<file path="src/common/spc_pkg.sv">
/*
 * spc_pkg: constants and carrier types for the speaker, power and clock
 * control register slice.
 * Assumes a 125 MHz system clock and a 16-bit register port with 8-bit
 * addresses.
 */
package spc_pkg;

    localparam int unsigned CLK_HZ            = 125_000_000;
    localparam int unsigned SLOW_BASE_HZ      = 125;
    localparam int unsigned SLOW_BASE_CYCLES  = CLK_HZ / SLOW_BASE_HZ;
    localparam int unsigned SLOW_CNT_W        = 20;
    localparam int unsigned ADDR_W            = 8;
    localparam int unsigned DATA_W            = 16;

    // register offsets
    localparam logic [7:0]  OFS_GAIN          = 8'h09;
    localparam logic [7:0]  OFS_MODE          = 8'h0A;
    localparam logic [7:0]  OFS_PWR           = 8'h0B;
    localparam logic [7:0]  OFS_CLK           = 8'h0C;
    localparam logic [7:0]  OFS_IRQ_STAT      = 8'h10;
    localparam logic [7:0]  OFS_IRQ_MASK      = 8'h11;

    // reset values
    localparam logic [15:0] RST_GAIN          = 16'h001B;
    localparam logic [15:0] RST_MODE          = 16'h0018;
    localparam logic [15:0] RST_PWR           = 16'h0180;
    localparam logic [15:0] RST_CLK           = 16'h0000;

    // writable bits per register
    localparam logic [15:0] WMASK_GAIN        = 16'h003F;
    localparam logic [15:0] WMASK_MODE        = 16'h0058;
    localparam logic [15:0] WMASK_PWR         = 16'h0197;
    localparam logic [15:0] WMASK_CLK         = 16'h1F80;

    // field positions
    localparam int unsigned DC_BOOST_LSB      = 3;
    localparam int unsigned AC_BOOST_LSB      = 0;
    localparam int unsigned CLASS_SEL_BIT     = 6;
    localparam int unsigned INV_MUTE_BIT      = 4;
    localparam int unsigned OUT_CTRL_BIT      = 3;
    localparam int unsigned TSHUT_EN_BIT      = 8;
    localparam int unsigned TSENSE_EN_BIT     = 7;
    localparam int unsigned TEMP_STAT_BIT     = 6;
    localparam int unsigned LINE_EN_BIT       = 4;
    localparam int unsigned GAIN_EN_BIT       = 2;
    localparam int unsigned SPK_EN_BIT        = 1;
    localparam int unsigned CONV_EN_BIT       = 0;
    localparam int unsigned OP_DIV_LSB        = 10;
    localparam int unsigned SLOW_SEL_LSB      = 8;
    localparam int unsigned MCLK_HALVE_BIT    = 7;

    // interrupt bits
    localparam int unsigned IRQ_W             = 2;
    localparam int unsigned IRQ_OVER_TEMP     = 0;
    localparam int unsigned IRQ_TEMP_OK       = 1;

    typedef struct packed {
        logic [ADDR_W-1:0] addr;
        logic [DATA_W-1:0] wdata;
        logic              wr;
        logic              rd;
    } spc_bus_req_t;

    typedef struct packed {
        logic [2:0] dc_boost;
        logic [2:0] ac_boost;
        logic       class_ab;
        logic       antipop_invert_mute;
        logic       antipop_output_control;
        logic       converter_enable;
        logic       speaker_gain_stage_enable;
        logic       speaker_output_enable;
        logic       line_output_enable;
        logic       thermal_shutdown_active;
        logic       master_clock_halve;
    } spc_analog_ctl_t;

endpackage

</file>
<file path="src/hw/spc_regs.sv">
/*
 * spc_regs: speaker gain boost, speaker mode and pop suppression,
 * power enables with thermal shutdown, and first clock-control register.
 * Also makes the slow timeout clock tick and the output clock tick.
 * Assumes all inputs synchronous to clk_in; the register master follows the
 * one-cycle strobe port, read data one cycle after the read strobe.
 */
//
// Contract
// DC boost field bits 5:3, reset 011
// AC boost field bits 2:0, reset 011
// Class D drives pop bits from enable
// software clears pop bits before AB enable
// both thermal enables gate outputs off when hot
// read-only temperature status bit, writes ignored
// slow clock rate 125Hz to 1kHz, reset 00
// temperature status registered on system clock
`timescale 1ns/1ps

module spc_regs #(
    parameter int unsigned SLOW_CYCLES = spc_pkg::SLOW_BASE_CYCLES
) (
    input  wire logic                    clk_in,
    input  wire logic                    reset_in,
    input  wire spc_pkg::spc_bus_req_t   bus_req_in,
    input  wire logic                    over_temp_in,
    output logic [spc_pkg::DATA_W-1:0]   rd_data_out,
    output spc_pkg::spc_analog_ctl_t     analog_ctl_out,
    output logic                         slow_timeout_clock_out,
    output logic                         output_clock_out,
    output logic                         irq_out
);
    import spc_pkg::*;

    typedef struct packed {
        logic [DATA_W-1:0]     gain_r;
        logic [DATA_W-1:0]     mode_r;
        logic [DATA_W-1:0]     pwr_r;
        logic [DATA_W-1:0]     clk_r;
        logic [IRQ_W-1:0]      irq_stat_r;
        logic [IRQ_W-1:0]      irq_mask_r;
        logic                  over_temp_r;
        logic                  temp_stat_r;
        logic [DATA_W-1:0]     rdata_r;
        logic                  irq_r;
        spc_analog_ctl_t       ctl_r;
        logic [SLOW_CNT_W-1:0] slow_cnt_r;
        logic                  slow_tick_r;
        logic [3:0]            op_cnt_r;
        logic                  op_tick_r;
    } spc_state_t;

    localparam spc_state_t STATE_RST = '{
        gain_r:      RST_GAIN,
        mode_r:      RST_MODE,
        pwr_r:       RST_PWR,
        clk_r:       RST_CLK,
        irq_stat_r:  '0,
        irq_mask_r:  '0,
        over_temp_r: 1'b0,
        temp_stat_r: 1'b0,
        rdata_r:     '0,
        irq_r:       1'b0,
        ctl_r:       '0,
        slow_cnt_r:  '0,
        slow_tick_r: 1'b0,
        op_cnt_r:    '0,
        op_tick_r:   1'b0
    };

    spc_state_t s_r;
    spc_state_t s_nxt;

    // last count of the output clock divider (divide ratio minus one) for each code
    function automatic logic [3:0] op_div_last(input logic [2:0] code);
        logic [4:0] div;
        div = 5'd1;
        unique case (code)
            3'd0: div = 5'd1;
            3'd1: div = 5'd2;
            3'd2: div = 5'd3;
            3'd3: div = 5'd4;
            3'd4: div = 5'd6;
            3'd5: div = 5'd8;
            3'd6: div = 5'd12;
            3'd7: div = 5'd16;
        endcase
        return 4'(div - 5'd1);
    endfunction

    // merge a write into the writable bits only
    function automatic logic [DATA_W-1:0] merge(input logic [DATA_W-1:0] old,
                                                input logic [DATA_W-1:0] wdata,
                                                input logic [DATA_W-1:0] wmask);
        return (old & ~wmask) | (wdata & wmask);
    endfunction

    logic                  wr_gain;
    logic                  wr_mode;
    logic                  wr_pwr;
    logic                  wr_clk;
    logic                  temp_now;
    logic [IRQ_W-1:0]      irq_evt;
    logic [IRQ_W-1:0]      irq_clr;
    logic [SLOW_CNT_W-1:0] slow_last;
    logic                  hot_off;
    logic                  class_d;

    always_comb begin
        s_nxt   = s_r;
        wr_gain = bus_req_in.wr && (bus_req_in.addr == OFS_GAIN);
        wr_mode = bus_req_in.wr && (bus_req_in.addr == OFS_MODE);
        wr_pwr  = bus_req_in.wr && (bus_req_in.addr == OFS_PWR);
        wr_clk  = bus_req_in.wr && (bus_req_in.addr == OFS_CLK);
        irq_clr = '0;
        if (bus_req_in.wr && (bus_req_in.addr == OFS_IRQ_STAT)) begin
            irq_clr = bus_req_in.wdata[IRQ_W-1:0];
        end

        // reserved boost codes are stored as written
        if (wr_gain) begin
            s_nxt.gain_r = merge(s_r.gain_r, bus_req_in.wdata, WMASK_GAIN);
        end
        if (wr_mode) begin
            s_nxt.mode_r = merge(s_r.mode_r, bus_req_in.wdata, WMASK_MODE);
        end
        if (wr_pwr) begin
            s_nxt.pwr_r = merge(s_r.pwr_r, bus_req_in.wdata, WMASK_PWR);
        end
        if (wr_clk) begin
            s_nxt.clk_r = merge(s_r.clk_r, bus_req_in.wdata, WMASK_CLK);
        end
        if (bus_req_in.wr && (bus_req_in.addr == OFS_IRQ_MASK)) begin
            s_nxt.irq_mask_r = bus_req_in.wdata[IRQ_W-1:0];
        end

        // thermal status
        s_nxt.over_temp_r = over_temp_in;
        temp_now          = s_r.pwr_r[TSENSE_EN_BIT] && s_r.over_temp_r;
        s_nxt.temp_stat_r = temp_now;
        irq_evt           = '0;
        irq_evt[IRQ_OVER_TEMP] = temp_now && !s_r.temp_stat_r;
        irq_evt[IRQ_TEMP_OK]   = !temp_now && s_r.temp_stat_r;
        // set wins over a clear in the same cycle
        s_nxt.irq_stat_r  = (s_r.irq_stat_r & ~irq_clr) | irq_evt;
        s_nxt.irq_r       = |(s_nxt.irq_stat_r & s_nxt.irq_mask_r);

        // read port
        s_nxt.rdata_r = '0;
        if (bus_req_in.rd) begin
            unique case (bus_req_in.addr)
                OFS_GAIN:     s_nxt.rdata_r = s_r.gain_r;
                OFS_MODE:     s_nxt.rdata_r = s_r.mode_r;
                OFS_PWR: begin
                    s_nxt.rdata_r = s_r.pwr_r;
                    s_nxt.rdata_r[TEMP_STAT_BIT] = s_r.temp_stat_r;
                end
                OFS_CLK:      s_nxt.rdata_r = s_r.clk_r;
                OFS_IRQ_STAT: s_nxt.rdata_r = DATA_W'(s_r.irq_stat_r);
                OFS_IRQ_MASK: s_nxt.rdata_r = DATA_W'(s_r.irq_mask_r);
                default:      s_nxt.rdata_r = '0;
            endcase
        end

        // analogue controls from the updated registers
        hot_off = s_nxt.pwr_r[TSHUT_EN_BIT] && s_nxt.pwr_r[TSENSE_EN_BIT]
                  && s_nxt.over_temp_r;
        class_d = !s_nxt.mode_r[CLASS_SEL_BIT];
        s_nxt.ctl_r.dc_boost  = s_nxt.gain_r[DC_BOOST_LSB +: 3];
        s_nxt.ctl_r.ac_boost  = s_nxt.gain_r[AC_BOOST_LSB +: 3];
        s_nxt.ctl_r.class_ab  = s_nxt.mode_r[CLASS_SEL_BIT];
        if (class_d) begin
            s_nxt.ctl_r.antipop_invert_mute    = !s_nxt.pwr_r[SPK_EN_BIT];
            s_nxt.ctl_r.antipop_output_control = !s_nxt.pwr_r[SPK_EN_BIT];
        end else begin
            // class AB: software clears both before enabling the speaker
            s_nxt.ctl_r.antipop_invert_mute    = s_nxt.mode_r[INV_MUTE_BIT];
            s_nxt.ctl_r.antipop_output_control = s_nxt.mode_r[OUT_CTRL_BIT];
        end
        s_nxt.ctl_r.converter_enable          = s_nxt.pwr_r[CONV_EN_BIT] && !hot_off;
        s_nxt.ctl_r.speaker_gain_stage_enable = s_nxt.pwr_r[GAIN_EN_BIT] && !hot_off;
        s_nxt.ctl_r.speaker_output_enable     = s_nxt.pwr_r[SPK_EN_BIT] && !hot_off;
        s_nxt.ctl_r.line_output_enable        = s_nxt.pwr_r[LINE_EN_BIT] && !hot_off;
        s_nxt.ctl_r.thermal_shutdown_active   = hot_off;
        s_nxt.ctl_r.master_clock_halve        = s_nxt.clk_r[MCLK_HALVE_BIT];

        // slow timeout tick, period halves per code step
        slow_last = SLOW_CNT_W'((SLOW_CYCLES >> s_r.clk_r[SLOW_SEL_LSB +: 2]) - 1);
        if (s_r.slow_cnt_r >= slow_last) begin
            s_nxt.slow_cnt_r  = '0;
            s_nxt.slow_tick_r = 1'b1;
        end else begin
            s_nxt.slow_cnt_r  = s_r.slow_cnt_r + 1'b1;
            s_nxt.slow_tick_r = 1'b0;
        end

        // output clock tick, one pulse per divide period
        if (s_r.op_cnt_r >= op_div_last(s_r.clk_r[OP_DIV_LSB +: 3])) begin
            s_nxt.op_cnt_r  = '0;
            s_nxt.op_tick_r = 1'b1;
        end else begin
            s_nxt.op_cnt_r  = s_r.op_cnt_r + 1'b1;
            s_nxt.op_tick_r = 1'b0;
        end
    end

    always_ff @(posedge clk_in or posedge reset_in) begin
        if (reset_in) begin
            s_r <= STATE_RST;
        end else begin
            s_r <= s_nxt;
        end
    end

    assign rd_data_out            = s_r.rdata_r;
    assign analog_ctl_out         = s_r.ctl_r;
    assign slow_timeout_clock_out = s_r.slow_tick_r;
    assign output_clock_out       = s_r.op_tick_r;
    assign irq_out                = s_r.irq_r;

    // helper: cycles since the last slow tick
    logic [SLOW_CNT_W-1:0] gap_cnt_r;
    always_ff @(posedge clk_in or posedge reset_in) begin
        if (reset_in) begin
            gap_cnt_r <= '0;
        end else if (s_r.slow_tick_r) begin
            gap_cnt_r <= '0;
        end else begin
            gap_cnt_r <= gap_cnt_r + 1'b1;
        end
    end
endmodule

</file>
<file path="config.mk">
export PLATFORM = sky130hd
export DESIGN_NAME = spc_regs
export DESIGN_NICKNAME = d
export VERILOG_FILES = /design/src/common/spc_pkg.sv /design/src/hw/spc_regs.sv
export SDC_FILE = /design/constraint.sdc
export NUM_CORES = 1
export LEC_CHECK = 0
export BUFFER_PORTS_ARGS = -buffer_cell sky130_fd_sc_hd__buf_2
export CAP_MARGIN = 25
export CORE_MARGIN = 2
export CORE_UTILIZATION = 52
export CTS_BUF_LIST = sky130_fd_sc_hd__clkbuf_16
export CTS_CLUSTER_SIZE = 14
export DETAILED_ROUTE_END_ITERATION = 6
export PLACE_DENSITY = 0.76
export SLEW_MARGIN = 20
export SYNTH_ARGS = -nofsm -noshare
export SYNTH_HDL_FRONTEND = slang
export SYNTH_SLANG_ARGS = --single-unit
</file>
<file path="constraint.sdc">
create_clock -name clk_in -period 2.44 [get_ports clk_in]
set_clock_uncertainty 0.15 [all_clocks]
set_input_delay 0.366 -clock clk_in [delete_from_list [all_inputs] [get_ports clk_in]]
set_output_delay 0.366 -clock clk_in [all_outputs]
set_load 0.05 [all_outputs]
</file>
==> run summary <==
==================================================================================================
Status                                                                                finished, violations left
Violations in the final reports                                                       setup timing
Peak ir drop on the vdd network                                                           0.346 mV
Count of state elements after synthesis                                                         78
Die X                                                                                      96.1 um
Final instance area                                                                    0.00535 mm2
Floorplan core area                                                                    0.00822 mm2
Crit path arrival time                                                                     2600 ps
Clock transition time at the flip-flop clock pins of the worst setup and hold paths          60 ps
Post-Place Cell Area                                                                   0.00475 mm2
Synth area leaders                                                                    sky130_fd_sc_hd__dfrtp_1 40%, sky130_fd_sc_hd__ha_1 9.9%, sky130_fd_sc_hd__buf_4 5.4%, sky130_fd_sc_hd__dfstp_2 4.8%, sky130_fd_sc_hd__mux2_2 4.6%
Largest buffer count on any clock path                                                           2
H-tree depth                                                                                     3
Number of instances in the synthesized netlist                                                 416
Post-synthesis share of cell area spent on and, or, nand and nor gates                       17.4%
Count of routing violations after the opening detailed-route iteration                         133
DR DRC count                                                                                     0
Wire length of the first global-routing pass                                              15500 um
Count of vias placed by the detailed router                                                   3358
Total of warnings raised by yosys                                                                0
Fraction of the mapped netlist area in compound gates                                        10.0%
Power share of the sequential group                                                          43.3%
Antenna violations before repair                                                                 0
Area of the mapped netlist                                                             0.00441 mm2
Worst Slack Setup Final                                                                   -65.1 ps
Final critical-path required period                                                        2510 ps
Proportion of total power due to net switching                                               28.4%
Num Clock Sinks                                                                                 78
Die area                                                                               0.00924 mm2
Crit share post-route                                                                         103%
Max transition margin                                                                        63.2%
Insertion delay of the later-clocked pin in the worst-skew pair                             340 ps
Synthesized-area fraction occupied by adder cells                                            9.92%
Count of different cell masters after synthesis                                                 57
Worst Setup Start Kind                                                                    register
Main synth FF type                                                                    sky130_fd_sc_hd__dfrtp_1
Per-cell routed wire length                                                                16.4 um
Summed negative setup slack over all endpoints                                             -238 ps
CTS root buf                                                                          sky130_fd_sc_hd__clkbuf_16
RSZ-0062 raised after global routing                                                           yes
Detailed placement HPWL                                                                    6780 um
CTS tree                                                                                       yes
Average via count per standard cell                                                           5.74
Final GP Congestion                                                                          0.870
Lkg Pwr                                                                                 0.00249 uW
# port buffers                                                                                  56
Largest net degree at the start of global routing                                               55
Clock network fraction of design power                                                       41.0%
Largest area contributor in the netlist                                               sky130_fd_sc_hd__dfrtp_1
Number of antenna cells inserted                                                                 0
Kind of path behind the tightest hold check                                                 in2reg
Fraction of layout instances using a drive strength above 1                                  35.0%
FFs w/ async S/R, synth                                                                       100%
Number of I/O pins                                                                              63
Number of buffers created by CTS                                                                 9
Share of the yosys chip area belonging to registers                                          44.5%
Initial Util                                                                                 53.7%
Category of the critical setup timing path                                                 reg2reg
Antenna Nets Post-Route                                                                          0
Transition time at the pin with the least slew margin                                       551 ps
Synth-to-layout area growth                                                                  21.3%
Maximum fanout encountered on the critical timing path                                           8
Peak clock frequency supported by timing                                                   399 MHz
Post-synthesis area per instance                                                          10.6 um2
Max-cap check violation count                                                                    0
Sequential cell area                                                                   0.00196 mm2
Die H                                                                                      96.1 um
Number of enable flip-flop cells after synthesis                                                 0
Footprint of the multi-input gates                                                     0.00228 mm2
Post-synthesis xor/xnor area fraction                                                        3.57%
Reg-to-reg critical path startpoint                                                        s_r[72]
Hold wc startpoint                                                                    bus_req_in[9]
Power per cell area                                                                     657 mW/mm2
Number of hold-slack violations in the final timing report                                       0
Final Setup Violations                                                                           6
Final Slew Violations                                                                            0
Post-place setup slack                                                                     -158 ps
Portion of netlist area occupied by mux cells                                                5.95%
P_int                                                                                      2520 uW
Sum of routed wire length over all layers                                                  9570 um
Global routing usage summed across all routing layers                                        22.0%
Beginning of the critical path                                                             s_r[72]
Share of the synthesized area in the top cell type                                           39.7%
Global route total overflow                                                                      0
Nature of the critical path endpoint                                                      register
Via count of the first global-routing pass                                                    3267
Row count                                                                                       33
Final net count                                                                                539
Number of fill cells                                                                           584
Combinational family with the most area after synthesis                               simple AND/OR/NAND/NOR gates
WP data required                                                                           2540 ps
Number of iterations in the first detailed-routing pass                                          5
Worst slack on hold paths                                                                  88.8 ps
Switching power                                                                             997 uW
Combinational share of power                                                                 15.7%
==================================================================================================
## metrics by stage
step | std cells | total power (uW) | util [%]
3_5_place_dp | 563 | 2040 | 57.8
2_1_floorplan | 418 | 1910 | -
5_1_grt | 585 | 3680 | 65.1
3_3_place_gp | 563 | 2010 | 57.8
4_1_cts | 584 | 3530 | 64.6
6_report | 585 | 3510 | 65.1
## synth_stat cells (2+ instances only)
cell type	count
sky130_fd_sc_hd__nand2b_1	4
sky130_fd_sc_hd__nor4_2	2
sky130_fd_sc_hd__a21o_1	4
sky130_fd_sc_hd__buf_4	32
sky130_fd_sc_hd__nor2b_1	4
sky130_fd_sc_hd__nor3_1	23
sky130_fd_sc_hd__a41oi_1	2
sky130_fd_sc_hd__nor4_4	2
sky130_fd_sc_hd__and3_1	9
sky130_fd_sc_hd__nor4_1	9
sky130_fd_sc_hd__a211oi_1	4
sky130_fd_sc_hd__nor3b_1	3
sky130_fd_sc_hd__dfrtp_1	70
sky130_fd_sc_hd__o21bai_1	2
sky130_fd_sc_hd__mux2i_1	6
sky130_fd_sc_hd__a211o_1	2
sky130_fd_sc_hd__a22oi_1	8
sky130_fd_sc_hd__ha_1	35
sky130_fd_sc_hd__o21ai_0	4
sky130_fd_sc_hd__inv_1	24
sky130_fd_sc_hd__nand3_1	14
sky130_fd_sc_hd__xor2_1	5
sky130_fd_sc_hd__nand4_1	11
sky130_fd_sc_hd__buf_2	3
sky130_fd_sc_hd__mux2_2	18
sky130_fd_sc_hd__nand2_1	30
sky130_fd_sc_hd__a21oi_1	21
sky130_fd_sc_hd__and4_1	3
sky130_fd_sc_hd__conb_1	2
sky130_fd_sc_hd__nor2_1	5
sky130_fd_sc_hd__xnor2_1	13
sky130_fd_sc_hd__o2111ai_1	2
sky130_fd_sc_hd__dfstp_2	8
sky130_fd_sc_hd__and2_1	3
sky130_fd_sc_hd__or2_2	3
sky130_fd_sc_hd__clkbuf_1	5
## power groups by stage
stage / combinational [uW] / clock (uW) / sequential, uW
after floorplan: 379 / 0 / 1530
after detailed placement: 517 / 0 / 1520
after global placement: 488 / 0 / 1520
after global routing: 619 / 1530 / 1530
after CTS: 548 / 1470 / 1520
final: 553 / 1440 / 1520
## critical path, stage by stage, from the launching register on
cell and delay [ps]:
sky130_fd_sc_hd__dfrtp_2 460, sky130_fd_sc_hd__inv_4 110, sky130_fd_sc_hd__buf_6 100, sky130_fd_sc_hd__ha_4 120
sky130_fd_sc_hd__o21ai_1 50, sky130_fd_sc_hd__and3_1 140, sky130_fd_sc_hd__ha_1 270, sky130_fd_sc_hd__nand4_1 120
sky130_fd_sc_hd__nor4_1 60, sky130_fd_sc_hd__a221o_1 400, sky130_fd_sc_hd__buf_6 170, sky130_fd_sc_hd__buf_6 110
sky130_fd_sc_hd__nor3_1 170
## state kept, by name, indices dropped and copies added (netlist names)
signal / count
rd_data_out: 13
irq_out: 1
slow_timeout_clock_out: 1
s_r: 51
output_clock_out: 1
analog_ctl_out: 11
## logic make-up after synthesis
logic type	Yosys count
AND/OR/NAND/NOR	131
AO/OA/AOI/OAI	63
XOR/XNOR	18
buffers and inverters	65
flip-flops	78
other	2
multiplexers	24
adder cells (fa/ha/maj)	35
## path summary, 6_finish.rpt
| check | end | slack, ps | cells past startpoint |
|---|---|---|---|
| max reg2reg | s_r[9] | -70 | 12 |
| min in group asynchronous | s_r[14] | 480 | 3 |
| min | s_r[87] | 90 | 3 |
| min reg2reg | s_r[88] | 330 | 2 |
| max | s_r[9] | -70 | 12 |
| max in group asynchronous | s_r[112] | 970 | 4 |
## layout make-up
class	count	share of cell area [%]
tap	105	2.45
multi-input combinational	275	42.6
clock inverter	7	1.85
sequential	78	36.7
timing repair buffer	87	10.4
clock buffer	9	4.21
inverter	24	1.80
## cell usage in the layout (no fill, tap or decap), drive strengths merged, types with 6 or more instances in the layout
cell / instances
clkbuf: 9
dfstp: 8
and3: 9
inv: 25
a21oi: 21
ha: 35
mux2: 18
nand2: 31
a22oi: 8
mux2i: 6
xnor2: 13
nor3: 23
nor4: 13
nand4: 12
dfrtp: 70
buf: 85
nand3: 14
## timing repair
action / CTS / global route
pin swaps: 20 / 3
setup endpoints to repair: 18 / 22
hold buffers: 2 / 0
resized for setup: 37 / 10
gates cloned: 1 / 1
endpoints found under the hold margin: 25 / 0
buffers inserted: 2 / 0
## layer usage
metal / track usage, % / part of all wire, % / up-vias
li1: - / - / 1584
met5: 0 / 0 / -
met3: 4.23 / 5.8 / 19
met2: 35.6 / 50 / 112
met4: 9.52 / 1.9 / 0
met1: 28.8 / 43 / 1643
No activity file was read; power rests on OpenSTA's default activity.
